==> src/rtl/evt_sig_defs.vh <==
// constants, register map and timing for the event capture and signaling block
// Function
// Some events are captured regardless of enables
// Other events each have their own enable
// Enabled event sets sticky status bit
// Receive pins go low on pending event
// Enabled event in sleep leaves sleep
// CAN state follows field only in normal; code also passes field 10 (biased) outside normal
// CAN pin carries bus when field 01/11
// LIN pin carries bus when field 10
// Summary register shows pending event categories
// Writing one clears status, zero keeps
// One write clears several bits together
// Host clears only bits it read set
// Clearing status releases pin, starts hold-off
// Hold-off keeps pin high, events still captured
// At expiry pin low if events pending
// At expiry pin stays high if none
// Status reads have no side effects
// Sleep request falls back to standby unless safe
// Read-only identification byte at 0x7e
// Lock blocks port writes, not hardware updates; code still lets status clear writes through
// Events stored and signalled on receive pins
// Events are regular wake-ups or interrupts
// Hold-off time is a cycle-count parameter
// Idle hold-off: pin low iff pending and idle
`ifndef EVT_SIG_DEFS_VH
`define EVT_SIG_DEFS_VH

// register offsets on the serial register port
`define ADDR_DEV_MODE 7'h01
`define ADDR_SYS_CAP_EN 7'h04
`define ADDR_CAN_MODE 7'h22
`define ADDR_TRX_CAP_EN 7'h23
`define ADDR_LIN_MODE 7'h26
`define ADDR_WAKE_CAP_EN 7'h4c
`define ADDR_EVT_SUMMARY 7'h60
`define ADDR_SYS_STATUS 7'h61
`define ADDR_TRX_STATUS 7'h63
`define ADDR_WAKE_STATUS 7'h64
`define ADDR_DEV_ID 7'h7e

// events that ignore their capture enable, per group
`define SYS_ALWAYS_MASK 8'hff
`define TRX_ALWAYS_MASK 8'h0c
`define WAKE_ALWAYS_MASK 8'h00

// field positions of regular wake-up events
`define TRX_CAN_WAKE_BIT 0
`define TRX_LIN_WAKE_BIT 1
`define WAKE_RISE_BIT 0
`define WAKE_FALL_BIT 1

// summary register bits
`define SUM_SYS_BIT 0
`define SUM_TRX_BIT 1
`define SUM_WAKE_BIT 2

// device mode codes
`define DEV_MODE_SLEEP 3'h1
`define DEV_MODE_STANDBY 3'h4
`define DEV_MODE_NORMAL 3'h7

// transceiver mode codes
`define CAN_MODE_STANDBY 2'h0
`define CAN_MODE_NORMAL 2'h1
`define CAN_MODE_BIASED 2'h2
`define CAN_MODE_SILENT 2'h3
`define LIN_MODE_NORMAL 2'h2
`define LIN_MODE_STANDBY 2'h0

// reset values
`define CAP_EN_RESET 8'h00
`define CAN_MODE_RESET 2'h0
`define LIN_MODE_RESET 2'h0

// identification byte, both nibbles arbitrary
`define ID_FAMILY_CODE 4'h5
`define ID_PRODUCT_CODE 4'h1

// hold-off timing: least time, rounded up to whole cycles
`define CLK_PERIOD_NS 25
`define HOLDOFF_TIME_NS 50000
`define HOLDOFF_CYCLES ((`HOLDOFF_TIME_NS + `CLK_PERIOD_NS - 1) / `CLK_PERIOD_NS)

`endif

==> src/rtl/evt_status_group.v <==
// one group of sticky event status bits with write-one-to-clear
`timescale 1ns/1ps
module evt_status_group #(
	parameter W = 8,
	parameter [7:0] ALWAYS_MASK = 8'h00
) (
	input wire sys_clk_i,
	input wire rst_n_i,
	input wire [W-1:0] evt_i,
	input wire [W-1:0] cap_en_i,
	input wire [W-1:0] clr_i,
	output wire [W-1:0] status_o,
	output wire cleared_o,
	output wire new_o
);

wire [W-1:0] capture;
wire [W-1:0] bit_cleared;
wire [W-1:0] bit_new;
reg [W-1:0] status_r;

genvar i;
generate
	for (i = 0; i < W; i = i + 1)
	begin : g_bit
		// always-captured events bypass the enable
		assign capture[i] = evt_i[i] & (cap_en_i[i] | ALWAYS_MASK[i]); // see
		// a bit only counts as cleared when it was set and no event refills it
		assign bit_cleared[i] = status_r[i] & clr_i[i] & ~capture[i];
		assign bit_new[i] = capture[i] & ~status_r[i];
		// set wins over clear so a racing event is never lost
		always @(posedge sys_clk_i or negedge rst_n_i)
		begin
			if (!rst_n_i)
				status_r[i] <= 1'b0;
			else if (capture[i])
				status_r[i] <= 1'b1; // see
			else if (clr_i[i])
				status_r[i] <= 1'b0; // see
		end
	end
endgenerate

assign status_o = status_r;
assign cleared_o = |bit_cleared;
assign new_o = |bit_new;

endmodule

==> src/rtl/evt_holdoff_timer.v <==
// retriggerable hold-off timer for the event indicator pins
`timescale 1ns/1ps
module evt_holdoff_timer #(
	parameter CYCLES = 2000,
	parameter CW = 16
) (
	input wire sys_clk_i,
	input wire rst_n_i,
	input wire start_i,
	output wire busy_o
);

reg [CW-1:0] count_r;
reg [CW-1:0] count_nxt;

// a new clear restarts the full delay
always @*
begin
	count_nxt = count_r;
	if (start_i)
		count_nxt = CYCLES[CW-1:0]; // see
	else if (count_r != {CW{1'b0}})
		count_nxt = count_r - {{(CW-1){1'b0}}, 1'b1};
end

always @(posedge sys_clk_i or negedge rst_n_i)
begin
	if (!rst_n_i)
		count_r <= {CW{1'b0}};
	else
		count_r <= count_nxt;
end

assign busy_o = (count_r != {CW{1'b0}});

endmodule

==> src/rtl/event_capture_and_signaling.v <==
// event capture, receive pin signaling, mode guard and id byte
`timescale 1ns/1ps
`include "evt_sig_defs.vh"
module event_capture_and_signaling #(
	parameter HOLDOFF_CYCLES = `HOLDOFF_CYCLES,
	parameter [3:0] PRODUCT_CODE = `ID_PRODUCT_CODE
) (
	input wire sys_clk_i,
	input wire rst_n_i,
	input wire [6:0] reg_addr_i,
	input wire [7:0] reg_wdata_i,
	input wire reg_wr_i,
	input wire reg_rd_i,
	input wire wr_lock_i,
	output wire [7:0] reg_rdata_o,
	input wire [7:0] sys_evt_i,
	input wire [7:0] trx_evt_i,
	input wire [7:0] wake_evt_i,
	input wire vcc_ok_i,
	input wire can_rx_bus_i,
	input wire lin_rx_bus_i,
	output wire rxd_o,
	output wire rxd_lin_o,
	output wire [1:0] can_state_o,
	output wire [1:0] lin_state_o,
	output wire [2:0] dev_mode_o,
	output wire holdoff_busy_o
);

// device operating states, one-hot
localparam [2:0] ST_STANDBY = 3'b001;
localparam [2:0] ST_SLEEP = 3'b010;
localparam [2:0] ST_NORMAL = 3'b100;

localparam HCW = 16;

reg [2:0] state_r;
reg [2:0] state_nxt;
reg [7:0] sys_en_r;
reg [7:0] trx_en_r;
reg [7:0] wake_en_r;
reg [1:0] can_field_r;
reg [1:0] lin_field_r;
reg [7:0] rdata_r;
reg [7:0] rdata_nxt;
reg rxd_r;
reg rxd_lin_r;
reg [1:0] can_state_r;
reg [1:0] lin_state_r;

wire [7:0] sys_status;
wire [7:0] trx_status;
wire [7:0] wake_status;
wire [2:0] summary;
wire [7:0] sys_clr;
wire [7:0] trx_clr;
wire [7:0] wake_clr;
wire sys_cleared;
wire trx_cleared;
wire wake_cleared;
wire sys_new;
wire trx_new;
wire wake_new;
wire any_pending;
wire any_cleared;
wire any_new;
wire regular_enabled;
wire sleep_ok;
wire cfg_wr;
wire busy;
wire can_stream;
wire lin_stream;
wire indicate;

// true when the written address matches and the port may write
function wr_hit;
	input [6:0] addr;
	input [6:0] target;
	input wr;
	begin
		wr_hit = wr & (addr == target);
	end
endfunction

// CAN receive pin carries bus data only in normal with normal or silent
function can_passes;
	input [2:0] st;
	input [1:0] field;
	begin
		can_passes = (st == ST_NORMAL) &&
			((field == `CAN_MODE_NORMAL) || (field == `CAN_MODE_SILENT));
	end
endfunction

// status clears are never locked; configuration writes are
assign cfg_wr = reg_wr_i & ~wr_lock_i;

// write-one-to-clear masks, several bits at once
assign sys_clr = wr_hit(reg_addr_i, `ADDR_SYS_STATUS, reg_wr_i) ? reg_wdata_i : 8'h00;
assign trx_clr = wr_hit(reg_addr_i, `ADDR_TRX_STATUS, reg_wr_i) ? reg_wdata_i : 8'h00;
assign wake_clr = wr_hit(reg_addr_i, `ADDR_WAKE_STATUS, reg_wr_i) ? reg_wdata_i : 8'h00;

evt_status_group #(
	.W(8),
	.ALWAYS_MASK(`SYS_ALWAYS_MASK)
) u_sys_group (
	.sys_clk_i(sys_clk_i),
	.rst_n_i(rst_n_i),
	.evt_i(sys_evt_i),
	.cap_en_i(sys_en_r),
	.clr_i(sys_clr),
	.status_o(sys_status),
	.cleared_o(sys_cleared),
	.new_o(sys_new)
);

evt_status_group #(
	.W(8),
	.ALWAYS_MASK(`TRX_ALWAYS_MASK)
) u_trx_group (
	.sys_clk_i(sys_clk_i),
	.rst_n_i(rst_n_i),
	.evt_i(trx_evt_i),
	.cap_en_i(trx_en_r),
	.clr_i(trx_clr),
	.status_o(trx_status),
	.cleared_o(trx_cleared),
	.new_o(trx_new)
);

evt_status_group #(
	.W(8),
	.ALWAYS_MASK(`WAKE_ALWAYS_MASK)
) u_wake_group (
	.sys_clk_i(sys_clk_i),
	.rst_n_i(rst_n_i),
	.evt_i(wake_evt_i),
	.cap_en_i(wake_en_r),
	.clr_i(wake_clr),
	.status_o(wake_status),
	.cleared_o(wake_cleared),
	.new_o(wake_new)
);

// category summary for fast polling
assign summary[`SUM_SYS_BIT] = |sys_status;
assign summary[`SUM_TRX_BIT] = |trx_status;
assign summary[`SUM_WAKE_BIT] = |wake_status;

assign any_pending = |summary;
assign any_cleared = sys_cleared | trx_cleared | wake_cleared;
assign any_new = sys_new | trx_new | wake_new;

// only bus and wake pin wake-ups count as regular wake-up sources
assign regular_enabled = trx_en_r[`TRX_CAN_WAKE_BIT] | trx_en_r[`TRX_LIN_WAKE_BIT] |
	wake_en_r[`WAKE_RISE_BIT] | wake_en_r[`WAKE_FALL_BIT];
assign sleep_ok = regular_enabled & ~any_pending;

evt_holdoff_timer #(
	.CYCLES(HOLDOFF_CYCLES),
	.CW(HCW)
) u_holdoff (
	.sys_clk_i(sys_clk_i),
	.rst_n_i(rst_n_i),
	.start_i(any_cleared),
	.busy_o(busy)
);

// configuration registers; the port lock stops these and device mode writes, not status clears
always @(posedge sys_clk_i or negedge rst_n_i)
begin
	if (!rst_n_i)
	begin
		sys_en_r <= `CAP_EN_RESET;
		trx_en_r <= `CAP_EN_RESET;
		wake_en_r <= `CAP_EN_RESET;
		can_field_r <= `CAN_MODE_RESET;
		lin_field_r <= `LIN_MODE_RESET;
	end
	else
	begin
		if (wr_hit(reg_addr_i, `ADDR_SYS_CAP_EN, cfg_wr))
			sys_en_r <= reg_wdata_i;
		if (wr_hit(reg_addr_i, `ADDR_TRX_CAP_EN, cfg_wr))
			trx_en_r <= reg_wdata_i;
		if (wr_hit(reg_addr_i, `ADDR_WAKE_CAP_EN, cfg_wr))
			wake_en_r <= reg_wdata_i;
		if (wr_hit(reg_addr_i, `ADDR_CAN_MODE, cfg_wr))
			can_field_r <= reg_wdata_i[1:0];
		if (wr_hit(reg_addr_i, `ADDR_LIN_MODE, cfg_wr))
			lin_field_r <= reg_wdata_i[1:0];
	end
end

// device mode: a wake event in sleep beats a mode write in the same cycle
always @*
begin
	state_nxt = state_r;
	case (state_r)
		ST_SLEEP:
		begin
			if (any_new)
				state_nxt = ST_STANDBY;
			else if (wr_hit(reg_addr_i, `ADDR_DEV_MODE, cfg_wr))
			begin
				if (reg_wdata_i[2:0] == `DEV_MODE_STANDBY)
					state_nxt = ST_STANDBY;
				else if (reg_wdata_i[2:0] == `DEV_MODE_NORMAL)
					state_nxt = ST_NORMAL;
			end
		end
		ST_STANDBY, ST_NORMAL:
		begin
			if (wr_hit(reg_addr_i, `ADDR_DEV_MODE, cfg_wr))
			begin
				if (reg_wdata_i[2:0] == `DEV_MODE_SLEEP)
					state_nxt = sleep_ok ? ST_SLEEP : ST_STANDBY;
				else if (reg_wdata_i[2:0] == `DEV_MODE_STANDBY)
					state_nxt = ST_STANDBY;
				else if (reg_wdata_i[2:0] == `DEV_MODE_NORMAL)
					state_nxt = ST_NORMAL;
			end
		end
		default:
			state_nxt = ST_STANDBY;
	endcase
end

always @(posedge sys_clk_i or negedge rst_n_i)
begin
	if (!rst_n_i)
		state_r <= ST_STANDBY;
	else
		state_r <= state_nxt;
end

// pin sources: bus data or event indicator
assign can_stream = can_passes(state_r, can_field_r);
assign lin_stream = (state_r == ST_NORMAL) && (lin_field_r == `LIN_MODE_NORMAL);
// indicator held off while the timer runs; pulled low only with vcc present
assign indicate = any_pending & vcc_ok_i & ~busy & ~any_cleared; // see

// pins and transceiver states are registered for glitch-free outputs
always @(posedge sys_clk_i or negedge rst_n_i)
begin
	if (!rst_n_i)
	begin
		rxd_r <= 1'b1;
		rxd_lin_r <= 1'b1;
		can_state_r <= `CAN_MODE_STANDBY;
		lin_state_r <= `LIN_MODE_STANDBY;
	end
	else
	begin
		rxd_r <= can_stream ? can_rx_bus_i : ~indicate; // see see see
		rxd_lin_r <= lin_stream ? lin_rx_bus_i : ~indicate;
		if (state_r == ST_NORMAL)
			can_state_r <= can_field_r;
		else if (can_field_r == `CAN_MODE_BIASED)
			can_state_r <= `CAN_MODE_BIASED;
		else
			can_state_r <= `CAN_MODE_STANDBY;
		lin_state_r <= lin_stream ? `LIN_MODE_NORMAL : `LIN_MODE_STANDBY;
	end
end

// read mux; reads never touch status contents
always @*
begin
	case (reg_addr_i)
		`ADDR_DEV_MODE:
			rdata_nxt = {5'h00, dev_mode_o};
		`ADDR_SYS_CAP_EN:
			rdata_nxt = sys_en_r;
		`ADDR_CAN_MODE:
			rdata_nxt = {6'h00, can_field_r};
		`ADDR_TRX_CAP_EN:
			rdata_nxt = trx_en_r;
		`ADDR_LIN_MODE:
			rdata_nxt = {6'h00, lin_field_r};
		`ADDR_WAKE_CAP_EN:
			rdata_nxt = wake_en_r;
		`ADDR_EVT_SUMMARY:
			rdata_nxt = {5'h00, summary};
		`ADDR_SYS_STATUS:
			rdata_nxt = sys_status;
		`ADDR_TRX_STATUS:
			rdata_nxt = trx_status;
		`ADDR_WAKE_STATUS:
			rdata_nxt = wake_status;
		`ADDR_DEV_ID:
			rdata_nxt = {`ID_FAMILY_CODE, PRODUCT_CODE};
		default:
			rdata_nxt = 8'h00;
	endcase
end

always @(posedge sys_clk_i or negedge rst_n_i)
begin
	if (!rst_n_i)
		rdata_r <= 8'h00;
	else if (reg_rd_i)
		rdata_r <= rdata_nxt;
end

assign reg_rdata_o = rdata_r;
assign rxd_o = rxd_r;
assign rxd_lin_o = rxd_lin_r;
assign can_state_o = can_state_r;
assign lin_state_o = lin_state_r;
assign dev_mode_o = (state_r == ST_SLEEP) ? `DEV_MODE_SLEEP :
	(state_r == ST_NORMAL) ? `DEV_MODE_NORMAL : `DEV_MODE_STANDBY;
assign holdoff_busy_o = busy;

endmodule

==> config.mk <==
export PLATFORM = sky130hd
export DESIGN_NAME = event_capture_and_signaling
export DESIGN_NICKNAME = d
export VERILOG_FILES = /design/src/rtl/evt_status_group.v /design/src/rtl/evt_holdoff_timer.v /design/src/rtl/event_capture_and_signaling.v
export VERILOG_INCLUDE_DIRS = /design/src /design/src/rtl
export SDC_FILE = /design/constraint.sdc
export NUM_CORES = 1
export LEC_CHECK = 0
export BUFFER_PORTS_ARGS = -buffer_cell sky130_fd_sc_hd__buf_2
export CORE_AREA = 2 2 102 85
export CTS_CLUSTER_DIAMETER = 120
export DETAILED_ROUTE_END_ITERATION = 8
export DIE_AREA = 0 0 104 87
export PLACE_DENSITY_LB_ADDON = 0.15
export SLEW_MARGIN = 20
export SYNTH_ARGS = -nofsm -noshare
export SYNTH_HDL_FRONTEND = slang
export SYNTH_SLANG_ARGS = --single-unit
export TNS_END_PERCENT = 100
==> constraint.sdc <==
create_clock -name sys_clk_i -period 4.1 [get_ports sys_clk_i]
set_input_delay 0.82 -clock sys_clk_i [delete_from_list [all_inputs] [get_ports sys_clk_i]]
set_output_delay 0.82 -clock sys_clk_i [all_outputs]
set_load 0.005 [all_outputs]
Yosys cells after proc, flatten, opt, wreduce, memory -nomap -nowiden:

Cells that the tools add are included.

* reduce and logical (&&, ||, !) cells: 41
* equal/unequal tests: 23
* $add $sub $neg: 1
* muxes and demuxes: 69
* bitwise operators: 160

Operators with widths (count)
* bitwise AND 1 bit: 100
* case mux 8 bit (11 select lines): 1
* OR reduction 8 bit: 9
* NOT 1 bit: 53
* 2-to-1 mux 1 bit: 50
* nonzero test 2 bit: 25
* == test 7 bit, second input constant: 6
* 2-to-1 mux 16 bit: 2
* 2-to-1 mux 8 bit: 3
* OR reduction 24 bit: 1
* == test 7 x 6 -> 1 bit, second input constant: 3
* 2-to-1 mux 3 bit: 7
* nonzero test 16 bit: 1
* subtractor 16 x 1 -> 16 bit, second input constant: 1
* 2-to-1 mux 2 bit: 5
* == test 3 bit, second input constant: 3
* == test 7 x 1 -> 1 bit, second input constant: 1
* == test 7 x 3 -> 1 bit, second input constant: 1
* OR 1 bit: 7
* == test 2 bit, second input constant: 3
* == test 3 x 1 -> 1 bit, second input constant: 2
* case mux 3 bit (2 select lines): 1
* == test 3 x 2 -> 1 bit, second input constant: 1
* inequality test 3 bit, second input constant: 1
* 6 further kinds: 7

* input bits: 47
* output and inout port bits: 18
* word-level logic and storage cells: 330
* register bits: 85

Logic depth before layout (Yosys ltp):

Gate-level depths: netlist of the first run.

* depth after elaboration: 12
* mapped depth: 9
* depth with buffers taken out: 7

Modules after synthesis:

A second synthesis of the first run with hierarchy kept.

* cells, all modules: 509
* area, all modules: 4954.8 sq um

By module, submodules not included
* event_capture_and_signaling: cells each 269, area an instance 2761.4 sq um, seq. area each 1104.8 sq um, instances 1
* evt_holdoff_timer: cells each 96, area an instance 980.9 sq um, seq. area each 400.4 sq um, instances 1
* evt_status_group at u_trx_group: cells each 46, area an instance 409.1 sq um, seq. area each 200.2 sq um, instances 1
* evt_status_group at u_wake_group: cells each 46, area an instance 404.1 sq um, seq. area each 200.2 sq um, instances 1
* evt_status_group at u_sys_group: cells each 52, area an instance 399.1 sq um, seq. area each 200.2 sq um, instances 1

Least setup slack after synthesis of the first run:

OpenSTA, ideal clock, no wires.

* kind: input -> register
* from: input reg_wdata_i[5]
* to: register u_holdoff.count_r[10]
* setup time: 132 ps
* stages on the path: 8
* setup slack: 1368 ps
* data required time: 3968 ps
* arrival time: 2601 ps
* path buffers: 2
* path through: buf_6 -> and2_4 -> a32o_1 -> or3_1 -> a22o_1 -> or3b_1 -> buf_2 -> or3b_1

* cells in the longest elaborated chain, start to end: 7
* elaborated cells between the ends (all ways): 16
* those cells by class: 4 x mux; 8 x bitwise; 4 x reduce/logical

RTL lines
* from (decl): RTL line event_capture_and_signaling.v:11 `input wire [7:0] reg_wdata_i,`
* 2-to-1 mux 8 bit, on equally long branches: RTL line event_capture_and_signaling.v:99, event_capture_and_signaling.v:100
* bitwise AND 1 bit (2 in a row): RTL line evt_status_group.v:29 `assign bit_cleared[i] = status_r[i] & clr_i[i] & ~capture[i];`
* OR reduction 8 bit: RTL line evt_status_group.v:45 `assign cleared_o = |bit_cleared;`
* OR 1 bit: RTL line event_capture_and_signaling.v:151 `assign any_cleared = sys_cleared | trx_cleared | wake_cleared;`
* OR 1 bit (*): RTL line event_capture_and_signaling.v:151
* 2-to-1 mux 16 bit / nonzero test 2 bit (equally long branches)
* to (signal assigned): RTL line evt_holdoff_timer.v:29 `count_r <= {CW{1'b0}};`
* to (signal assigned): RTL line evt_holdoff_timer.v:31 `count_r <= count_nxt;`
* to (decl): RTL line evt_holdoff_timer.v:13 `reg [CW-1:0] count_r;`

Every way passes the cells marked *; elsewhere a longest branch is shown, timed or not.
A chain may end at the register's enable or synchronous reset.

Final worst setup path of the first run:

* from: input reg_addr_i[1]
* to: register rxd_lin_r (netlist: rxd_lin_o)

* cells in the longest elaborated chain, start to end: 12
* elaborated cells between the ends (all ways): 66
* those cells by class: 3 x eq/ne; 4 x mux; 56 x bitwise; 3 x reduce/logical

RTL lines
* from (decl): RTL line event_capture_and_signaling.v:10 `input wire [6:0] reg_addr_i,`
* == test 7 bit: RTL line event_capture_and_signaling.v:81 `wr_hit = wr & (addr == target);`
* bitwise AND 1 bit: RTL line event_capture_and_signaling.v:81
* 2-to-1 mux 8 bit, on equally long branches: RTL line event_capture_and_signaling.v:99, event_capture_and_signaling.v:100
* bitwise AND 1 bit (2 in a row): RTL line evt_status_group.v:29
* OR reduction 8 bit: RTL line evt_status_group.v:45
* OR 1 bit: RTL line event_capture_and_signaling.v:151
* OR 1 bit (*): RTL line event_capture_and_signaling.v:151
* NOT 1 bit (*): RTL line event_capture_and_signaling.v:241 `assign indicate = any_pending & vcc_ok_i & ~busy & ~any_cleared;`
* bitwise AND 1 bit (*): RTL line event_capture_and_signaling.v:241
* NOT 1 bit (*): RTL line event_capture_and_signaling.v:256 `rxd_lin_r <= lin_stream ? lin_rx_bus_i : ~indicate;`
* 2-to-1 mux 1 bit (*): RTL line event_capture_and_signaling.v:256
* to (signal assigned): RTL line event_capture_and_signaling.v:256
* to (decl): RTL line event_capture_and_signaling.v:47 `reg rxd_lin_r;`

Marks and branches as above.

==> results of run 1 <==
## placed cells by master (no fill, tap or decap), types with 3 or more instances in the layout
cell type / instances
nand2_1: 81
dfrtp_1: 81
buf_2: 62
nor2_1: 28
inv_1: 27
o22ai_1: 21
mux2_2: 18
o21ai_0: 17
nor4_1: 15
nor3_1: 15
nand2b_1: 13
nand3_1: 12
a22o_1: 12
a21o_1: 10
xnor2_1: 10
a21oi_1: 9
mux2i_1: 9
clkbuf_8: 9
nand3b_1: 6
nor2b_1: 5
or3_1: 5
a221o_1: 5
buf_4: 5
a32oi_1: 4
nand4_1: 4
nor3b_1: 4
a32o_1: 4
a31oi_1: 4
or3b_1: 4
a221oi_1: 4
a22oi_1: 4
and3_1: 3
and2_1: 3
a211oi_1: 3
xor2_1: 3
clkinvlp_4: 3
dfstp_2: 3
## worst max-delay path: cells and delay by family
family	cells	cell delay, ps
buffers and inverters	1	200
AO/OA/AOI/OAI	2	490
AND/OR/NAND/NOR	3	1790
## power groups by stage
stage / clock network [uW] / logic [uW] / registers (uW)
finish: 602 / 392 / 1100
global route: 646 / 441 / 1110
CTS: 613 / 393 / 1090
detailed placement: 0 / 392 / 1100
global placement: 0 / 378 / 1100
floorplan: 0 / 292 / 1060
## final cells by class
cell class                      instances  area share, %
Clock buffer                            9           2.35
Inverter                               28           1.99
Clock inverter                          7           1.42
Multi-Input combinational cell        372           44.8
Sequential cell                        84           39.9
Tap cell                              112           2.66
Timing Repair Buffer                   68           6.81
## worst paths after layout
| kind | start | to | slack [ps] | cells after the start |
|---|---|---|---|---|
| worst min register to register | sys_en_r[1] | sys_en_r[1] | 500 | 2 |
| min in group sys_clk_i | sys_en_r[1] | sys_en_r[1] | 500 | 2 |
| max in group asynchronous | rst_n_i | trx_en_r[4] | 3090 | 1 |
| worst max register to register | trx_en_r[4] | u_holdoff.count_r[7] | 1500 | 6 |
| worst max-delay path | reg_addr_i[1] | rxd_lin_o | 1080 | 6 |
| worst min-delay path | rst_n_i | u_holdoff.count_r[4] | 500 | 1 |
## through the flow
| step | setup slack, ps | hold WS [ps] | instance area [um2] | instances |
|---|---|---|---|---|
| floorplan | 1370 | 442 | 4690 | 508 |
| finish | 1080 | 498 | 5270 | 680 |
| CTS | 1100 | 491 | 5270 | 680 |
| global route | 945 | 533 | 5270 | 680 |
| detailed placement | 738 | 471 | 5070 | 664 |
| global placement | 834 | 460 | 5070 | 664 |
## state kept, by name, indices dropped and copies added (netlist names)
name / count
can_field_r: 2
u_sys_group.status_o: 8
rxd_lin_o: 1
trx_en_r: 8
u_wake_group.status_o: 8
wake_en_r: 8
lin_state_o: 1
u_holdoff.count_r: 16
lin_field_r: 2
rxd_o: 1
can_state_o: 2
state_r: 3
reg_rdata_o: 8
sys_en_r: 8
u_trx_group.status_o: 8
## routing by layer
metal / vias up / part of all wire, % / wire [um] / track usage (%)
met4: 0 / 1.7 / 219 / 7.00
met5: - / 0 / 0 / 0
li1: 1966 / - / - / -
met3: 21 / 8.7 / 1110 / 7.33
met2: 201 / 44 / 5630 / 46.1
met1: 2066 / 46 / 5820 / 42.5
## logic make-up after synthesis
family | after synthesis | share of synthesized area [%]
muxes | 27 | 6.24
other | 1 | 0.0799
buffers and inverters | 52 | 4.75
adders and majority gates | 1 | 0.267
and+or+nand+nor | 210 | 22.5
xor gates and xnor gates | 13 | 2.43
DFF | 84 | 44.9
AOI/OAI and AO/OA | 120 | 18.8
==> impl_metrics.toml, run 1 <==
[status]
status = "completed"

[floorplan]
rows = 30
core_region_area_um2 = 8110
start_util_pct = 57.9
die_y_um = 87
die_w_um = 104
io_pins = 65
dieArea_um2 = 9050

[placed_design]
io_buffers = 63
place_hpwl_um = 9370
gp_congestion = 0.945

[power]
power_density_nw_per_um2 = 396
peakVddDrop_mv = 0.235
power_frac_comb_pct = 18.8
p_switching_uw = 669
sequentialPowerShare_pct = 52.4
p_total_uw = 2090
p_clk_share_pct = 28.8
p_leak_uw = 0.00228
p_int_uw = 1420
p_sw_share_pct = 32.0

[clocking]
clock_path_buffers = 2
cts_setup_buffers = 0
h-tree-depth = 3
cts_tree = "done"
worstSkewPairLatency_ps = 370
postCtsHoldBufs = 0
clk_pin_slew_ps = 100
post_cts_resized = 0
clkSinkCount = 84
cts-root-buf = "clkbuf_8"
numCtsBuffers = 9

[layout]
diodes = 0
fill_cells = 715
final-seq-area_um2 = 2110
final_layout_size_suffix_gt1_share_pct = 20.2
postLayoutCoreUtil_pct = 65.0
multi_input_area_um2 = 2360
area_delta_synth_final_pct = 12.4
finalNetCount = 611

[setup_path]
crit_path_end_kind = "flip-flop"
worst_path_max_delay_cell = "or4b_1"
crit_path_max_fanout = 18
critPathRequiredTime_ps = 4400
start_kind = "input port"
arrival_ps = 3320
crit_chain = "buf_2, or4b_1, nor2_1, a22o_1, or3b_1, o22a_1"
max_stage_delay_ps = 670
worstSetupPathType = "input port to flip-flop"

[flow_run]
maxCapViolCount = 0

[min_path]
hold_path.class = "input port to asynchronous set/reset pin"

[logic_synthesis]
yosys_register_bits = 84
ys_async_sr_fraction_pct = 100
synth_area_leader_cell = "dfrtp_1"
yosysWarningCount = 0
synth_area_per_cell_um2 = 9.23
synth_cells = 508
yosys-top-cells-area = "dfrtp_1 43%, nand2_1 6.5%, mux2_2 4.3%, o22ai_1 2.8%, nor2_1 2.2%"
synth_edf_count = 0
synth_top_area_share_pct = 43.2
synth_seq_area_share_pct = 44.9
synth_flop_cell = "dfrtp_1"
ys_types = 66
synthTopCellsByCount = "81 x dfrtp_1, 81 x nand2_1, 28 x nor2_1"
synth_nets = 556
syn_area_um2 = 4690

[sta]
finalCriticalPeriod_ps = 3020
fin_tns_setup_ps = 0
setup_viol = 0
worstMarginPinSlew_ps = 752
fin_skew_ps = 16.5
maxSlewHeadroom_pct = 49.8
rsz0062_at_grt = "no"
hold_viol_final = 0
maxSlewViolCount = 0
fmax_mhz = 332
post-route-period-util_pct = 73.6

[routing]
drt_iter0_drc = 505
detail_route.wl_per_cell_um = 18.8
drt.antenna.violating_nets = 0
dr.pass1.iters = 5
drc = 0
vias_per_cell = 6.26
num_vias = 4254
wl_um = 12800

[global_route]
first_global_vias = 4054
overflow = 0
grt_antenna_before_repair = 0
grt_max_degree = 85
grt_pass1_wl_um = 21100
grtUsageTotal_pct = 29.7
No activity file was read; power rests on OpenSTA's default activity.
==> run 2: changes to the inputs <==
--- a/config.mk
+++ b/config.mk
@@ -7,10 +7,10 @@
 export NUM_CORES = 1
 export LEC_CHECK = 0
 export BUFFER_PORTS_ARGS = -buffer_cell sky130_fd_sc_hd__buf_2
-export CORE_AREA = 2 2 102 85
+export CORE_AREA = 2 2 104 86
 export CTS_CLUSTER_DIAMETER = 120
 export DETAILED_ROUTE_END_ITERATION = 8
-export DIE_AREA = 0 0 104 87
+export DIE_AREA = 0 0 106 88
 export PLACE_DENSITY_LB_ADDON = 0.15
 export SLEW_MARGIN = 20
 export SYNTH_ARGS = -nofsm -noshare
==> constraint.sdc (replaced) <==
create_clock -name sys_clk_i -period 2.8 [get_ports sys_clk_i]
set_input_delay 0.56 -clock sys_clk_i [delete_from_list [all_inputs] [get_ports sys_clk_i]]
set_output_delay 0.56 -clock sys_clk_i [all_outputs]
set_load 0.005 [all_outputs]
==> impl_metrics.toml, run 2 (same netlist as run 1, synthesis figures left out) <==
[status]
status = "completed"

[global_route]
grt_antenna_before_repair = 0
grtUsageTotal_pct = 30.4
first_global_vias = 4073
grt_max_degree = 44
grt_pass1_wl_um = 21400
overflow = 0

[min_path]
hold_path.class = "input port to asynchronous set/reset pin"

[sta]
hold_viol_final = 0
rsz0062_at_grt = "no"
worstMarginPinSlew_ps = 994
finalCriticalPeriod_ps = 2520
setup_viol = 0
fin_tns_setup_ps = 0
maxSlewHeadroom_pct = 32.9
fmax_mhz = 397
fin_skew_ps = 12.8
post-route-period-util_pct = 90.0
maxSlewViolCount = 0
holdWs_ps = 172

[setup_path]
crit_path_end_kind = "output pin"
reg2reg_slack_ps = 310
crit_path_max_fanout = 4
r2r-start = "trx_en_r[4]"
worst_path_max_delay_cell = "nor4_1"
r2r_cells = 6
worstSetupPathType = "flip-flop to output pin"
start_kind = "flip-flop"
critPathTopFamily = "simple AND/OR/NAND/NOR gates"
critical_path_buf_inv_count = 2
cp_common_cell = "and3_1"
arrival_ps = 1960
r2r-end = "u_holdoff.count_r[7]"
critPathRequiredTime_ps = 2240
max_stage_delay_ps = 440
crit_chain = "nor4_1, and3_1, and3_1, inv_1, buf_2"

[layout]
diodes = 0
postLayoutCoreUtil_pct = 65.6
finalNetCount = 631
largest_register_ffs = 16
largest-register = "u_holdoff.count_r"
layout_common_cells = "81 x nand2_1, 81 x dfrtp_1, 62 x buf_2"
final_layout_size_suffix_gt1_share_pct = 23.0
area_delta_synth_final_pct = 15.9
stdcell_area_um2 = 5440
fin_cells = 700

[placed_design]
io_buffers = 63
placed_cell_area_um2 = 5230
gp_congestion = 0.953
place_hpwl_um = 10200
dpl.cell_count = 684

[floorplan]
rows = 30
die_w_um = 106
start_util_pct = 56.5
dieArea_um2 = 9330
io_pins = 65
die_y_um = 88
core_region_area_um2 = 8300

[clocking]
postCtsHoldBufs = 0
post_cts_resized = 0
cts-root-buf = "clkbuf_8"
clkSinkCount = 84
cts_setup_buffers = 0
cts_tree = "done"
numCtsBuffers = 9
clock_path_buffers = 2
h-tree-depth = 3
clk_pin_slew_ps = 90
worstSkewPairLatency_ps = 370

[routing]
wl_um = 13400
num_vias = 4425
detail_route.wl_per_cell_um = 19.2
vias_per_cell = 6.32
drt.antenna.violating_nets = 0
dr.pass1.iters = 5
drt_iter0_drc = 361
drc = 0

[power]
power_density_nw_per_um2 = 578
p_leak_uw = 0.00238
peakVddDrop_mv = 0.255

[flow_run]
maxCapViolCount = 0
## run 2: cell count changes in the layout (fill, tap and decap cells not counted), sizes merged
cell | before | now
clkinvlp | 3 | 2
inv | 30 | 31
buf | 68 | 88
## run 2: cell type report
class / instances / area [um2]
timing repair buffer: 88 / 518
sequential: 84 / 2110
multi-input combinational: 372 / 2360
clock buffer: 9 / 124
fill: 726 / 2860
tap: 112 / 140
clock inverter: 7 / 82.6
inverter: 28 / 105
## run 2: worst reg2reg max path: cells and delay by family, from the launching register on
kind               cells  cell delay [ps]
AOI/OAI and AO/OA      2              460
and+or+nand+nor        4             1470
DFF                    1              450
## run 2: where the power goes
group	internal [uW]	leakage (uW)	switching [uW]
sequential	1380	0.00103	229
clock	426	0.0000984	482
combinational	301	0.00126	324
## run 2: how the worst max path moves through the flow
stage,from,to,slack (ps),depth (start not counted)
2_1_floorplan,reg_wdata_i[5],u_holdoff.count_r[10],330,8
3_3_place_gp,trx_evt_i[4],u_holdoff.count_r[4],170,7
3_5_place_dp,trx_evt_i[4],u_holdoff.count_r[7],140,7
6_report,u_holdoff.count_r[6],holdoff_busy_o,280,5
5_1_grt,u_holdoff.count_r[5],holdoff_busy_o,120,5
4_1_cts,u_holdoff.count_r[5],holdoff_busy_o,260,5
## run 2: routing by layer
layer	part of all wire [%]	routed length, um	GRT usage, %
met1	45	6040	44.5
met2	44	5880	45.5
met3	9.0	1200	5.95
met4	2.3	314	10.8
met5	0	0	0
## run 2: per-stage QoR
stage | setup WS (ps) | total power [uW]
finish | 281 | 3150
global route | 119 | 3290
CTS | 259 | 3140
detailed placement | 144 | 2240
global placement | 171 | 2200
floorplan | 328 | 1980
==> run 3: changes to the inputs <==
--- a/config.mk
+++ b/config.mk
@@ -11,9 +11,8 @@
 export CTS_CLUSTER_DIAMETER = 120
 export DETAILED_ROUTE_END_ITERATION = 8
 export DIE_AREA = 0 0 106 88
-export PLACE_DENSITY_LB_ADDON = 0.15
+export PLACE_DENSITY = 0.79
 export SLEW_MARGIN = 20
 export SYNTH_ARGS = -nofsm -noshare
 export SYNTH_HDL_FRONTEND = slang
 export SYNTH_SLANG_ARGS = --single-unit
-export TNS_END_PERCENT = 100
==> impl_metrics.toml, run 3 (same netlist as run 1, synthesis figures left out) <==
[global_route]
grt_pass1_wl_um = 21500
overflow = 0
first_global_vias = 4254
grtUsageTotal_pct = 29.9
grt_max_degree = 44
grt_antenna_before_repair = 0

[clocking]
numCtsBuffers = 9
clock_path_buffers = 2
clk_pin_slew_ps = 90
cts_setup_buffers = 0
worstSkewPairLatency_ps = 370
h-tree-depth = 3
postCtsHoldBufs = 0
cts_tree = "done"
post_cts_resized = 0
clkSinkCount = 84
cts-root-buf = "clkbuf_8"

[layout]
final_layout_size_suffix_gt1_share_pct = 23.4
fin_cells = 702
largest-register = "u_holdoff.count_r"
area_delta_synth_final_pct = 17.3
diodes = 0
layout_common_cells = "81 x nand2_1, 81 x dfrtp_1, 62 x buf_2"
finalNetCount = 633
largest_register_ffs = 16

[setup_path]
crit_path_end_kind = "flip-flop"
critPathRequiredTime_ps = 3050
worstSetupPathType = "flip-flop to flip-flop"
crit_path_max_fanout = 10
arrival_ps = 2760
reg2reg_slack_ps = 280
start_kind = "flip-flop"

[sta]
maxSlewViolCount = 0
post-route-period-util_pct = 89.9
rsz0062_at_grt = "no"
worstMarginPinSlew_ps = 641
setup_viol = 0
fin_tns_setup_ps = 0
hold_viol_final = 0
fmax_mhz = 397
finalWorstSetupSlack_ps = 284
maxSlewHeadroom_pct = 56.9
holdWs_ps = 170
finalCriticalPeriod_ps = 2520
fin_skew_ps = 7.66

[placed_design]
place_hpwl_um = 9910
preCtsSetupSlack_ps = 110
gp_congestion = 0.999
dpl.cell_count = 686
io_buffers = 63

[routing]
met3WireLength_um = 1390
top_layer_used = "met4"
route.met2.wl_um = 5860
wl_um = 13300
num_vias = 4461
drt_iter0_drc = 465
detail_route.wl_per_cell_um = 19.0
dr.pass1.iters = 5
vias_per_cell = 6.35
drt.antenna.violating_nets = 0
drc = 0
drt-met1-wl_um = 5690

[floorplan]
io_pins = 65
core_region_area_um2 = 8300
rows = 30
die_y_um = 88
start_util_pct = 56.5
die_w_um = 106
dieArea_um2 = 9330

[min_path]
hold_path.class = "input port to asynchronous set/reset pin"

[power]
sequentialPowerShare_pct = 48.8
power_density_nw_per_um2 = 601
power_frac_comb_pct = 18.8
p_switching_uw = 1000
p_int_uw = 2300
p_sw_share_pct = 30.3
peakVddDrop_mv = 0.357
p_clk_share_pct = 32.4
p_leak_uw = 0.00242

[flow_run]
maxCapViolCount = 0

[status]
status = "completed"
[run 3: cell types whose count changed in the layout (fill, tap and decap cells not counted), sizes merged]
cell      before  now
buf           88   90
bufinv         1    3
clkbuf         9   10
clkinv         1    2
clkinvlp       2    1
inv           31   28
[run 3: final cells by class]
cell class / count / area [um2]
fillers: 679 / 2790
well taps: 112 / 140
inverters: 28 / 105
flip-flops and latches: 84 / 2110
multi-input cells: 372 / 2370
clock buffers: 10 / 138
repair buffers: 90 / 533
clock inverters: 6 / 111
[run 3: final timing paths]
check / from / endpoint / cells after the start
setup / recovery: trx_en_r[4] / u_holdoff.count_r[4] / 6
hold / removal: rst_n_i / u_holdoff.count_r[15] / 1
setup reg to reg: trx_en_r[4] / u_holdoff.count_r[4] / 6
hold reg to reg: sys_en_r[1] / sys_en_r[1] / 2
max in group asynchronous: rst_n_i / u_trx_group.status_o[7] / 2
min in group sys_clk_i: sys_evt_i[2] / u_sys_group.status_o[2] / 2
[run 3: routing by layer]
| metal | GRT usage (%) | vias to the layer above |
|---|---|---|
| met5 | 0 | - |
| met4 | 11.5 | 0 |
| met3 | 9.90 | 45 |
| met2 | 43.3 | 295 |
| met1 | 42.1 | 2118 |
| li1 | - | 2003 |
[run 3: worst max-delay path: stages, from the launching register on]
cell	delay [ps]
dfrtp_1	450
nand2_1	120
a32o_1	260
or3_1	380
a22o_1	200
or3b_1	550
or3b_1	440
[run 3: power groups by stage]
| stage | Clock [uW] | Combinational (uW) | Sequential [uW] |
|---|---|---|---|
| 2_1_floorplan | 0 | 427 | 1560 |
| 3_3_place_gp | 0 | 584 | 1610 |
| 3_5_place_dp | 0 | 611 | 1620 |
| 4_1_cts | 1090 | 616 | 1600 |
| 5_1_grt | 1140 | 688 | 1640 |
| 6_report | 1070 | 621 | 1610 |
[run 3: per-stage QoR]
step                      power (uW)  utilization (%)  instance area (um2)
after global placement          2190             63.2                 5250
after detailed placement        2230             63.2                 5250
final                           3310             66.3                 5500
after floorplan                 1980                -                 4690
after global routing            3460             66.3                 5500
after CTS                       3300             66.2                 5500
